## src/verilog/irq_flags_map.svh

```systemverilog
// register indices, bit positions and vectors for the interrupt and flag block
`ifndef IRQ_FLAGS_MAP_SVH
`define IRQ_FLAGS_MAP_SVH
`define IDX_PROCESSOR_FLAGS 8'h0A
`define IDX_IRQ_CONTROL_FIRST 8'h0B
`define IDX_IRQ_CONTROL_SECOND 8'h1E
`define IDX_FIFO_ACCESS_REQUEST 8'h21
`define IDX_HOST_LINK_CONTROL 8'h20
`define IDX_CORE_EVENT 8'h40
`define IDX_STACK_CONTROL 8'h41
`define FLAG_CARRY 0
`define FLAG_NIBBLE 1
`define FLAG_ZERO 2
`define FLAG_SIGNED_WRAP 3
`define FLAG_HALTED 4
`define FLAG_DOG 5
`define C1_GLOBAL 0
`define C1_HOST_LINK_EN 1
`define C1_TIMER_A_EN 2
`define C1_TIMER_B_EN 3
`define C1_HOST_LINK_PEND 4
`define C1_TIMER_A_PEND 5
`define C1_TIMER_B_PEND 6
`define C2_PLAY_EN 0
`define C2_SERIAL_EN 1
`define C2_CAPTURE_EN 2
`define C2_PLAY_PEND 4
`define C2_SERIAL_PEND 5
`define C2_CAPTURE_PEND 6
`define LINK_SUSPEND_BIT 0
`define LINK_RESUME_BIT 3
`define ARITH_MASK 8'h0F
`define FIRST_MASK 8'h7F
`define SECOND_MASK 8'h77
`define VEC_HOST_LINK 8'h04
`define VEC_TIMER_A 8'h08
`define VEC_TIMER_B 8'h0C
`define VEC_PLAY 8'h10
`define VEC_SERIAL 8'h14
`define VEC_CAPTURE 8'h18
`define STACK_DEPTH 5'h10
`endif

```

## src/verilog/irq_flags_pkg.sv

```systemverilog
// types for the interrupt and flag block
package irq_flags_pkg;
	typedef enum logic [1:0] {
		ALU_NONE,
		ALU_ADD,
		ALU_SUB,
		ALU_LOGIC
	} alu_op_t;
	typedef enum {
		SEQ_RUN,
		SEQ_HALTED
	} seq_state_t;
endpackage

```

## src/verilog/irq_flags_ctrl.sv

```systemverilog
// interrupt control and processor flag logic with an apb register port
//
// Implementation choice: the APB slave port.
`include "irq_flags_map.svh"
`timescale 1ns/1ps
`default_nettype none
module irq_flags_ctrl (
	input wire logic core_clk,
	input wire logic nrst,
	input wire logic psel,
	input wire logic penable,
	input wire logic pwrite,
	input wire logic [7:0] paddr,
	input wire logic [31:0] pwdata,
	input wire logic [3:0] pstrb,
	output logic [31:0] prdata,
	output logic pready,
	output logic pslverr,
	input wire logic phase_two,
	input wire logic [1:0] alu_op,
	input wire logic [7:0] alu_a,
	input wire logic [7:0] alu_b,
	input wire logic alu_carry_in,
	input wire logic rotate_valid,
	input wire logic rotate_carry,
	input wire logic halt_exec,
	input wire logic dog_clear_instruction,
	input wire logic dog_timeout,
	input wire logic return_from_irq,
	input wire logic stack_pop,
	input wire logic [4:0] fifo_access,
	input wire logic bus_suspend,
	input wire logic bus_resume,
	input wire logic bus_reset,
	input wire logic timer_a_overflow,
	input wire logic timer_b_overflow,
	input wire logic play_valid,
	input wire logic serial_done,
	input wire logic capture_valid,
	output logic [7:0] alu_result,
	output logic irq_call,
	output logic [7:0] irq_vector,
	output logic [4:0] stack_level,
	output logic halted,
	output logic wake
);
	logic [7:0] flags_reg;
	logic [7:0] first_reg;
	logic [7:0] second_reg;
	logic [7:0] fifo_access_request_reg;
	logic [7:0] host_link_control_reg;
	logic [4:0] stack_reg;
	logic [7:0] vector_reg;
	logic call_reg;
	irq_flags_pkg::seq_state_t state_reg;
	logic [7:0] result_reg;

	// sum with carries into bit 4, bit 7 and out of bit 7
	function automatic logic [10:0] add8(input logic [7:0] a, input logic [7:0] b,
		input logic cin);
		logic [4:0] lo;
		logic [3:0] mid;
		logic [1:0] hi;
		lo = {1'b0, a[3:0]} + {1'b0, b[3:0]} + {4'h0, cin};
		mid = {1'b0, a[6:4]} + {1'b0, b[6:4]} + {3'h0, lo[4]};
		hi = {1'b0, a[7]} + {1'b0, b[7]} + {1'b0, mid[3]};
		// carry out, nibble carry, msb carry-in xor carry-out, result
		add8 = {hi[1], lo[4], mid[3] ^ hi[1], hi[0], mid[2:0], lo[3:0]};
	endfunction

	logic wr_en;
	logic rd_en;
	logic [7:0] wbyte;
	assign wr_en = psel && penable && pwrite && pstrb[0];
	assign rd_en = psel && penable && !pwrite;
	assign wbyte = pwdata[7:0];
	assign pready = 1'b1;

	function automatic logic hit(input logic [7:0] idx, input logic [7:0] addr);
		hit = (addr == {idx[5:0], 2'b00});
	endfunction

	logic mapped;
	assign mapped = hit(`IDX_PROCESSOR_FLAGS, paddr) || hit(`IDX_IRQ_CONTROL_FIRST, paddr)
		|| hit(`IDX_IRQ_CONTROL_SECOND, paddr) || hit(`IDX_FIFO_ACCESS_REQUEST, paddr)
		|| hit(`IDX_HOST_LINK_CONTROL, paddr) || hit(`IDX_CORE_EVENT, paddr)
		|| hit(`IDX_STACK_CONTROL, paddr);
	assign pslverr = psel && penable && !mapped;

	// alu flag computation
	logic [10:0] sum;
	logic [7:0] opb;
	logic cin;
	logic [7:0] logic_res;
	always_comb begin
		opb = (alu_op == irq_flags_pkg::ALU_SUB) ? ~alu_b : alu_b;
		cin = (alu_op == irq_flags_pkg::ALU_SUB) ? 1'b1 : alu_carry_in;
		logic_res = alu_a & alu_b;
	end
	assign sum = add8(alu_a, opb, cin);

	always_ff @(posedge core_clk) begin
		if (!nrst) begin
			result_reg <= 8'h00;
		end else if (alu_op == irq_flags_pkg::ALU_LOGIC) begin
			result_reg <= logic_res;
		end else if (alu_op != irq_flags_pkg::ALU_NONE) begin
			result_reg <= sum[7:0];
		end
	end
	assign alu_result = result_reg;

	// request selection
	logic [5:0] pend;
	logic [5:0] en;
	logic [5:0] ready_req;
	logic take;
	logic [2:0] pick;
	assign pend = {second_reg[`C2_CAPTURE_PEND], second_reg[`C2_SERIAL_PEND],
		second_reg[`C2_PLAY_PEND], first_reg[`C1_TIMER_B_PEND],
		first_reg[`C1_TIMER_A_PEND], first_reg[`C1_HOST_LINK_PEND]};
	assign en = {second_reg[`C2_CAPTURE_EN], second_reg[`C2_SERIAL_EN],
		second_reg[`C2_PLAY_EN], first_reg[`C1_TIMER_B_EN],
		first_reg[`C1_TIMER_A_EN], first_reg[`C1_HOST_LINK_EN]};
	assign ready_req = pend & en;
	assign take = phase_two && first_reg[`C1_GLOBAL] && (|ready_req)
		&& (stack_reg != `STACK_DEPTH);
	always_comb begin
		pick = 3'd0;
		for (int i = 5; i >= 0; i--) begin
			if (ready_req[i]) begin
				pick = 3'(i);
			end
		end
	end
	logic [5:0] ack;
	assign ack = take ? (6'h01 << pick) : 6'h00;

	// event sources
	logic link_event;
	assign link_event = (|fifo_access) || bus_suspend || bus_resume || bus_reset;

	logic fl_wr;
	logic c1_wr;
	logic c2_wr;
	logic fa_wr;
	logic lc_wr;
	logic sk_wr;
	assign fl_wr = wr_en && hit(`IDX_PROCESSOR_FLAGS, paddr);
	assign c1_wr = wr_en && hit(`IDX_IRQ_CONTROL_FIRST, paddr);
	assign c2_wr = wr_en && hit(`IDX_IRQ_CONTROL_SECOND, paddr);
	assign fa_wr = wr_en && hit(`IDX_FIFO_ACCESS_REQUEST, paddr);
	assign lc_wr = wr_en && hit(`IDX_HOST_LINK_CONTROL, paddr);
	assign sk_wr = wr_en && hit(`IDX_STACK_CONTROL, paddr);

	// first control register; event set wins over write and acknowledge
	always_ff @(posedge core_clk) begin
		if (!nrst) begin
			first_reg <= 8'h00;
		end else begin
			logic [7:0] n;
			n = first_reg;
			if (c1_wr) begin
				n = wbyte & `FIRST_MASK;
			end
			if (take) begin
				n[`C1_GLOBAL] = 1'b0;
			end
			if (return_from_irq) begin
				n[`C1_GLOBAL] = 1'b1;
			end
			if (ack[0]) n[`C1_HOST_LINK_PEND] = 1'b0;
			if (ack[1]) n[`C1_TIMER_A_PEND] = 1'b0;
			if (ack[2]) n[`C1_TIMER_B_PEND] = 1'b0;
			if (link_event) n[`C1_HOST_LINK_PEND] = 1'b1;
			if (timer_a_overflow) n[`C1_TIMER_A_PEND] = 1'b1;
			if (timer_b_overflow) n[`C1_TIMER_B_PEND] = 1'b1;
			first_reg <= n;
		end
	end

	always_ff @(posedge core_clk) begin
		if (!nrst) begin
			second_reg <= 8'h00;
		end else begin
			logic [7:0] n;
			n = second_reg;
			if (c2_wr) begin
				n = wbyte & `SECOND_MASK;
			end
			if (ack[3]) n[`C2_PLAY_PEND] = 1'b0;
			if (ack[4]) n[`C2_SERIAL_PEND] = 1'b0;
			if (ack[5]) n[`C2_CAPTURE_PEND] = 1'b0;
			if (play_valid) n[`C2_PLAY_PEND] = 1'b1;
			if (serial_done) n[`C2_SERIAL_PEND] = 1'b1;
			if (capture_valid) n[`C2_CAPTURE_PEND] = 1'b1;
			second_reg <= n;
		end
	end

	// endpoint access bits; write 0 clears, set wins
	always_ff @(posedge core_clk) begin
		if (!nrst) begin
			fifo_access_request_reg <= 8'h00;
		end else begin
			fifo_access_request_reg <= ((fa_wr ? (fifo_access_request_reg & wbyte)
				: fifo_access_request_reg) | {3'b000, fifo_access});
		end
	end

	always_ff @(posedge core_clk) begin
		if (!nrst) begin
			host_link_control_reg <= 8'h00;
		end else begin
			logic [7:0] n;
			n = lc_wr ? wbyte : host_link_control_reg;
			if (bus_suspend) n[`LINK_SUSPEND_BIT] = 1'b1;
			if (bus_resume) n[`LINK_RESUME_BIT] = 1'b1;
			host_link_control_reg <= n;
		end
	end

	// processor flags
	always_ff @(posedge core_clk) begin
		if (!nrst) begin
			flags_reg <= 8'h00;
		end else begin
			logic [7:0] n;
			n = flags_reg;
			if (fl_wr) begin
				n = (flags_reg & ~`ARITH_MASK) | (wbyte & `ARITH_MASK);
			end
			if (alu_op == irq_flags_pkg::ALU_ADD || alu_op == irq_flags_pkg::ALU_SUB) begin
				n[`FLAG_CARRY] = sum[10];
				n[`FLAG_NIBBLE] = sum[9];
				n[`FLAG_ZERO] = (sum[7:0] == 8'h00);
				n[`FLAG_SIGNED_WRAP] = sum[8];
			end else if (alu_op == irq_flags_pkg::ALU_LOGIC) begin
				n[`FLAG_ZERO] = (logic_res == 8'h00);
			end
			if (rotate_valid) begin
				n[`FLAG_CARRY] = rotate_carry;
			end
			if (dog_clear_instruction) begin
				n[`FLAG_HALTED] = 1'b0;
				n[`FLAG_DOG] = 1'b0;
			end
			if (halt_exec) begin
				n[`FLAG_HALTED] = 1'b1;
				n[`FLAG_DOG] = 1'b0;
			end
			if (dog_timeout) begin
				n[`FLAG_DOG] = 1'b1;
			end
			flags_reg <= n;
		end
	end

	// stack level: only the program counter is pushed by a call
	always_ff @(posedge core_clk) begin
		if (!nrst) begin
			stack_reg <= 5'h00;
		end else if (sk_wr) begin
			stack_reg <= wbyte[4:0];
		end else if (take && !stack_pop) begin
			stack_reg <= stack_reg + 5'h01;
		end else if (stack_pop && !take && stack_reg != 5'h00) begin
			stack_reg <= stack_reg - 5'h01;
		end
	end
	assign stack_level = stack_reg;

	function automatic logic [7:0] vec_of(input logic [2:0] p);
		case (p)
			3'd0: vec_of = `VEC_HOST_LINK;
			3'd1: vec_of = `VEC_TIMER_A;
			3'd2: vec_of = `VEC_TIMER_B;
			3'd3: vec_of = `VEC_PLAY;
			3'd4: vec_of = `VEC_SERIAL;
			default: vec_of = `VEC_CAPTURE;
		endcase
	endfunction

	always_ff @(posedge core_clk) begin
		if (!nrst) begin
			call_reg <= 1'b0;
			vector_reg <= 8'h00;
		end else begin
			call_reg <= take;
			if (take) begin
				vector_reg <= vec_of(pick);
			end
		end
	end
	assign irq_call = call_reg;
	assign irq_vector = vector_reg;

	// halt state and wake
	always_ff @(posedge core_clk) begin
		if (!nrst) begin
			state_reg <= irq_flags_pkg::SEQ_RUN;
		end else begin
			case (state_reg)
				irq_flags_pkg::SEQ_RUN: begin
					if (halt_exec) state_reg <= irq_flags_pkg::SEQ_HALTED;
				end
				irq_flags_pkg::SEQ_HALTED: begin
					if (|pend) state_reg <= irq_flags_pkg::SEQ_RUN;
				end
				default: state_reg <= irq_flags_pkg::SEQ_RUN;
			endcase
		end
	end
	assign halted = (state_reg == irq_flags_pkg::SEQ_HALTED);
	assign wake = halted && (|pend);

	// read data register
	always_ff @(posedge core_clk) begin
		if (!nrst) begin
			prdata <= 32'h0000_0000;
		end else if (psel && !penable && !pwrite) begin
			prdata <= 32'h0000_0000;
			if (hit(`IDX_PROCESSOR_FLAGS, paddr)) prdata[7:0] <= flags_reg;
			if (hit(`IDX_IRQ_CONTROL_FIRST, paddr)) prdata[7:0] <= first_reg;
			if (hit(`IDX_IRQ_CONTROL_SECOND, paddr)) prdata[7:0] <= second_reg;
			if (hit(`IDX_FIFO_ACCESS_REQUEST, paddr)) prdata[7:0] <= fifo_access_request_reg;
			if (hit(`IDX_HOST_LINK_CONTROL, paddr)) prdata[7:0] <= host_link_control_reg;
			if (hit(`IDX_CORE_EVENT, paddr)) prdata[7:0] <= {7'h00, halted};
			if (hit(`IDX_STACK_CONTROL, paddr)) prdata[7:0] <= {3'h0, stack_reg};
		end
	end
	logic unused_rd;
	assign unused_rd = rd_en;
endmodule
`default_nettype wire

```

## config.mk

```make
export PLATFORM = sky130hd
export DESIGN_NAME = irq_flags_ctrl
export DESIGN_NICKNAME = d
export VERILOG_FILES = /design/src/verilog/irq_flags_pkg.sv /design/src/verilog/irq_flags_ctrl.sv
export VERILOG_INCLUDE_DIRS = /design/src /design/src/verilog
export SDC_FILE = /design/constraint.sdc
export NUM_CORES = 1
export LEC_CHECK = 0
export ABC_AREA = 1
export BUFFER_PORTS_ARGS = -buffer_cell sky130_fd_sc_hd__buf_2
export CORE_ASPECT_RATIO = 1.2
export CORE_MARGIN = 1.5
export CORE_UTILIZATION = 33
export DETAILED_ROUTE_END_ITERATION = 6
export PLACE_DENSITY = 0.64
export REMOVE_ABC_BUFFERS = 1
export SLEW_MARGIN = 0
export SYNTH_ARGS = -nofsm -noshare
export SYNTH_HDL_FRONTEND = slang
export SYNTH_SLANG_ARGS = --single-unit
```

## constraint.sdc

```tcl
create_clock -name core_clk -period 4.9 [get_ports core_clk]
set_input_delay 0.245 -clock core_clk [delete_from_list [all_inputs] [get_ports core_clk]]
set_output_delay 0.245 -clock core_clk [all_outputs]
set_load 0.005 [all_outputs]
```

==> flow_summary_export.csv <==
group,metric,value,unit
status,outcome,"completed",
synthesis,syn_area,4150,um2
clocking,cts_resized,0,
final_layout,fillers,1338,
setup_path,max_stage_delay,510,ps
pwr,peakVddDrop,0.181,mV
timing,setup_slack,1450,ps
routing,ant_nets,0,
timing,hold_viol,0,
min_path,hp-start,"dog_timeout",
final_layout,diodes,0,
routing,post-route-drc-count,0,
timing,max_clock_freq,290,MHz
final_layout,layout.nets,792,
final_layout,drive_gt1_share,24.0,%
clocking,cts.clk_slew.worst_paths,50,ps
clocking,clock_latency,320,ps
synthesis,synthArstFlopShare,0,%
synthesis,yosysWarnings,0,
timing,rsz0062_at_grt,"no",
setup_path,path_class,"in -> reg",
synthesis,synthTopCellsByArea,"dfxtp_1, nand2_1, o21ai_0, a21oi_1, inv_1",
clocking,cts_buffers,9,
clocking,h-tree-depth,3,
floorplanning,io-pin-count,147,
setup_path,required,5160,ps
setup_path,path_cells,"buf_2 -> inv_1 -> ha_1 -> xnor2_1 -> fa_1 -> inv_1 -> fa_1 -> a31o_2 -> inv_1 -> fa_1 -> o21ai_0 -> fa_1 -> nor2_1 -> nand4_1 -> o21ai_1 -> nand2_1 -> inv_1",
setup_path,r2r-start,"stack_level[0]$_SDFFE_PN0P_",
place,post-place-cells,836,
routing,firstDrtPassIters,4,
timing,setup_viol,0,
clocking,clk_path_buf_depth,2,
synthesis,netlist.area_leader.share,29.4,%
floorplanning,die_x,105,um
setup_path,critPathCaptureType,"flip-flop",
floorplanning,rows,44,
final_layout,areaGrowthSynthToFinish,19.2,%
global_routing,grt-ovfl-total,0,
global_routing,grt_pass1_wl,18200,um
run,cap_violations,0,
setup_path,arrival,3710,ps
pwr,leakagePower,2.52,nW
timing,period_needed,3450,ps
timing,tns,0,ps
place,place_ws,1120,ps
place,portBuffers,89,
timing,period_share,70.4,%
synthesis,synth.distinct_cells,42,
timing,tightestPinTransition,1150,ps
min_path,hold_path_class,"in -> reg",
synthesis,synth.largest_area_cell,"dfxtp_1",
final_layout,final_util,40.7,%
timing,drv_slew,0,
synthesis,syn_area_per_cell,6.95,um2
place,place_congestion,0.895,
timing,fin_skew,8.28,ps
final_layout,finalNonFillerCells,852,
global_routing,grt_use_total,17.3,%
routing,vias_per_cell,4.67,
setup_path,critPathLaunch,"alu_op[0]",
synthesis,synthCells,597,
floorplanning,dieArea,13300,um2
floorplanning,die_y,126,um
clocking,post_cts.repair.setup_buffers,0,
setup_path,worst_setup_path_start_kind,"primary input",
synthesis,seq_area_frac_synth,29.4,%
timing,slew_headroom,23.2,%
synthesis,synth_ff_type,"dfxtp_1",
routing,vias,3976,
routing,routedWlPerCell,13.0,um
pwr,powerDensity,347,nW/um2
routing,detail_route.iter0.violations,141,
synthesis,synth-seq-cells,61,
global_routing,grt_max_degree,33,
setup_path,slowest_stage,"fa_1",
synthesis,synth_edf_count,0,
pwr,total_power,1.71,mW
global_routing,antenna_found_initial,0,
place,dpl.hpwl,8890,um
floorplanning,coreArea,12200,um2
synthesis,synth_common_cells,"nand2_1, inv_1, dfxtp_1, o21ai_0, a21oi_1",
setup_path,path_max_fanout,9,
clocking,cts_hold_buf,0,
synthesis,synth_most_common_cell,"nand2_1",
global_routing,grt_pass1_vias,3786,
clocking,cts_sinks,61,
floorplanning,start_util,34.1,%
clocking,cts_root_buffer,"clkbuf_16",
clocking,cts_tree,"done",
routing,routed_wl,11100,um
-- worst paths after layout --
check | end | slack, ps | cells after the start
worst max-delay path | flags_reg[2]$_SDFFE_PN0P_ | 1450 | 17
worst max register to register | stack_level[4]$_SDFFE_PN0P_ | 2540 | 14
worst min register to register | host_link_control_reg[2]$_SDFFE_PN0P_ | 450 | 2
worst min-delay path | flags_reg[5]$_SDFFE_PN0P_ | 130 | 3
-- through the flow --
stage                     area (um2)  hold WS [ps]
after floorplan                 3990           343
after global placement          4630           436
after detailed placement        4630           441
after CTS                       4950           121
after global routing            4950           147
final                           4950           131
-- layer usage --
layer	global-route usage, %	part of all wire, %	vias up
met1	21.5	45	1782
met5	0	0	-
met4	7.01	1.7	0
li1	-	-	2057
met3	3.11	5.2	15
met2	29.6	48	122
-- worst max-delay path, delay by kind of cell --
kind,cells,cell delay [ps]
adders and majority gates,5,1990
AOI/OAI and AO/OA,3,680
buffers and inverters,5,350
and+or+nand+nor,3,260
xor gates and xnor gates,1,170
-- logic make-up after synthesis --
kind of cell	after synthesis	synth area share, %
simple gates	241	28.9
compound gates	137	18.0
buf+inv	125	14.4
flops	61	29.4
fa+ha+maj	17	6.21
xor+xnor	14	2.95
other cells	2	0.181
-- report_power, final --
group          total (mW)  internal, mW  switching (mW)
Sequential          0.593         0.541          0.0514
Clock               0.654         0.434           0.220
Combinational       0.468         0.197           0.270
Total                1.71          1.17           0.542
-- cell type report --
class | instances | area, um2 | area share (%)
clock inverters | 3 | 42.5 | 0.860
inverters | 86 | 328 | 6.63
well taps | 161 | 201 | 4.07
flip-flops and latches | 61 | 1220 | 24.7
repair buffers | 89 | 445 | 9.00
multi-input cells | 439 | 2440 | 49.3
clock buffers | 13 | 270 | 5.46
-- cells in the final DEF, fill, tap and decap left out, types with 9 or more instances in the layout --
cell / count
nand4_1: 10
inv_2: 13
nand3_1: 27
clkbuf_16: 9
ha_1: 11
nand2_1: 116
o21ai_0: 56
xor2_1: 9
nand2_2: 13
a21oi_1: 53
conb_1: 30
o21ai_1: 13
buf_2: 89
dfxtp_1: 61
nor2_1: 43
inv_1: 68
(Power assumes the default switching activity.)
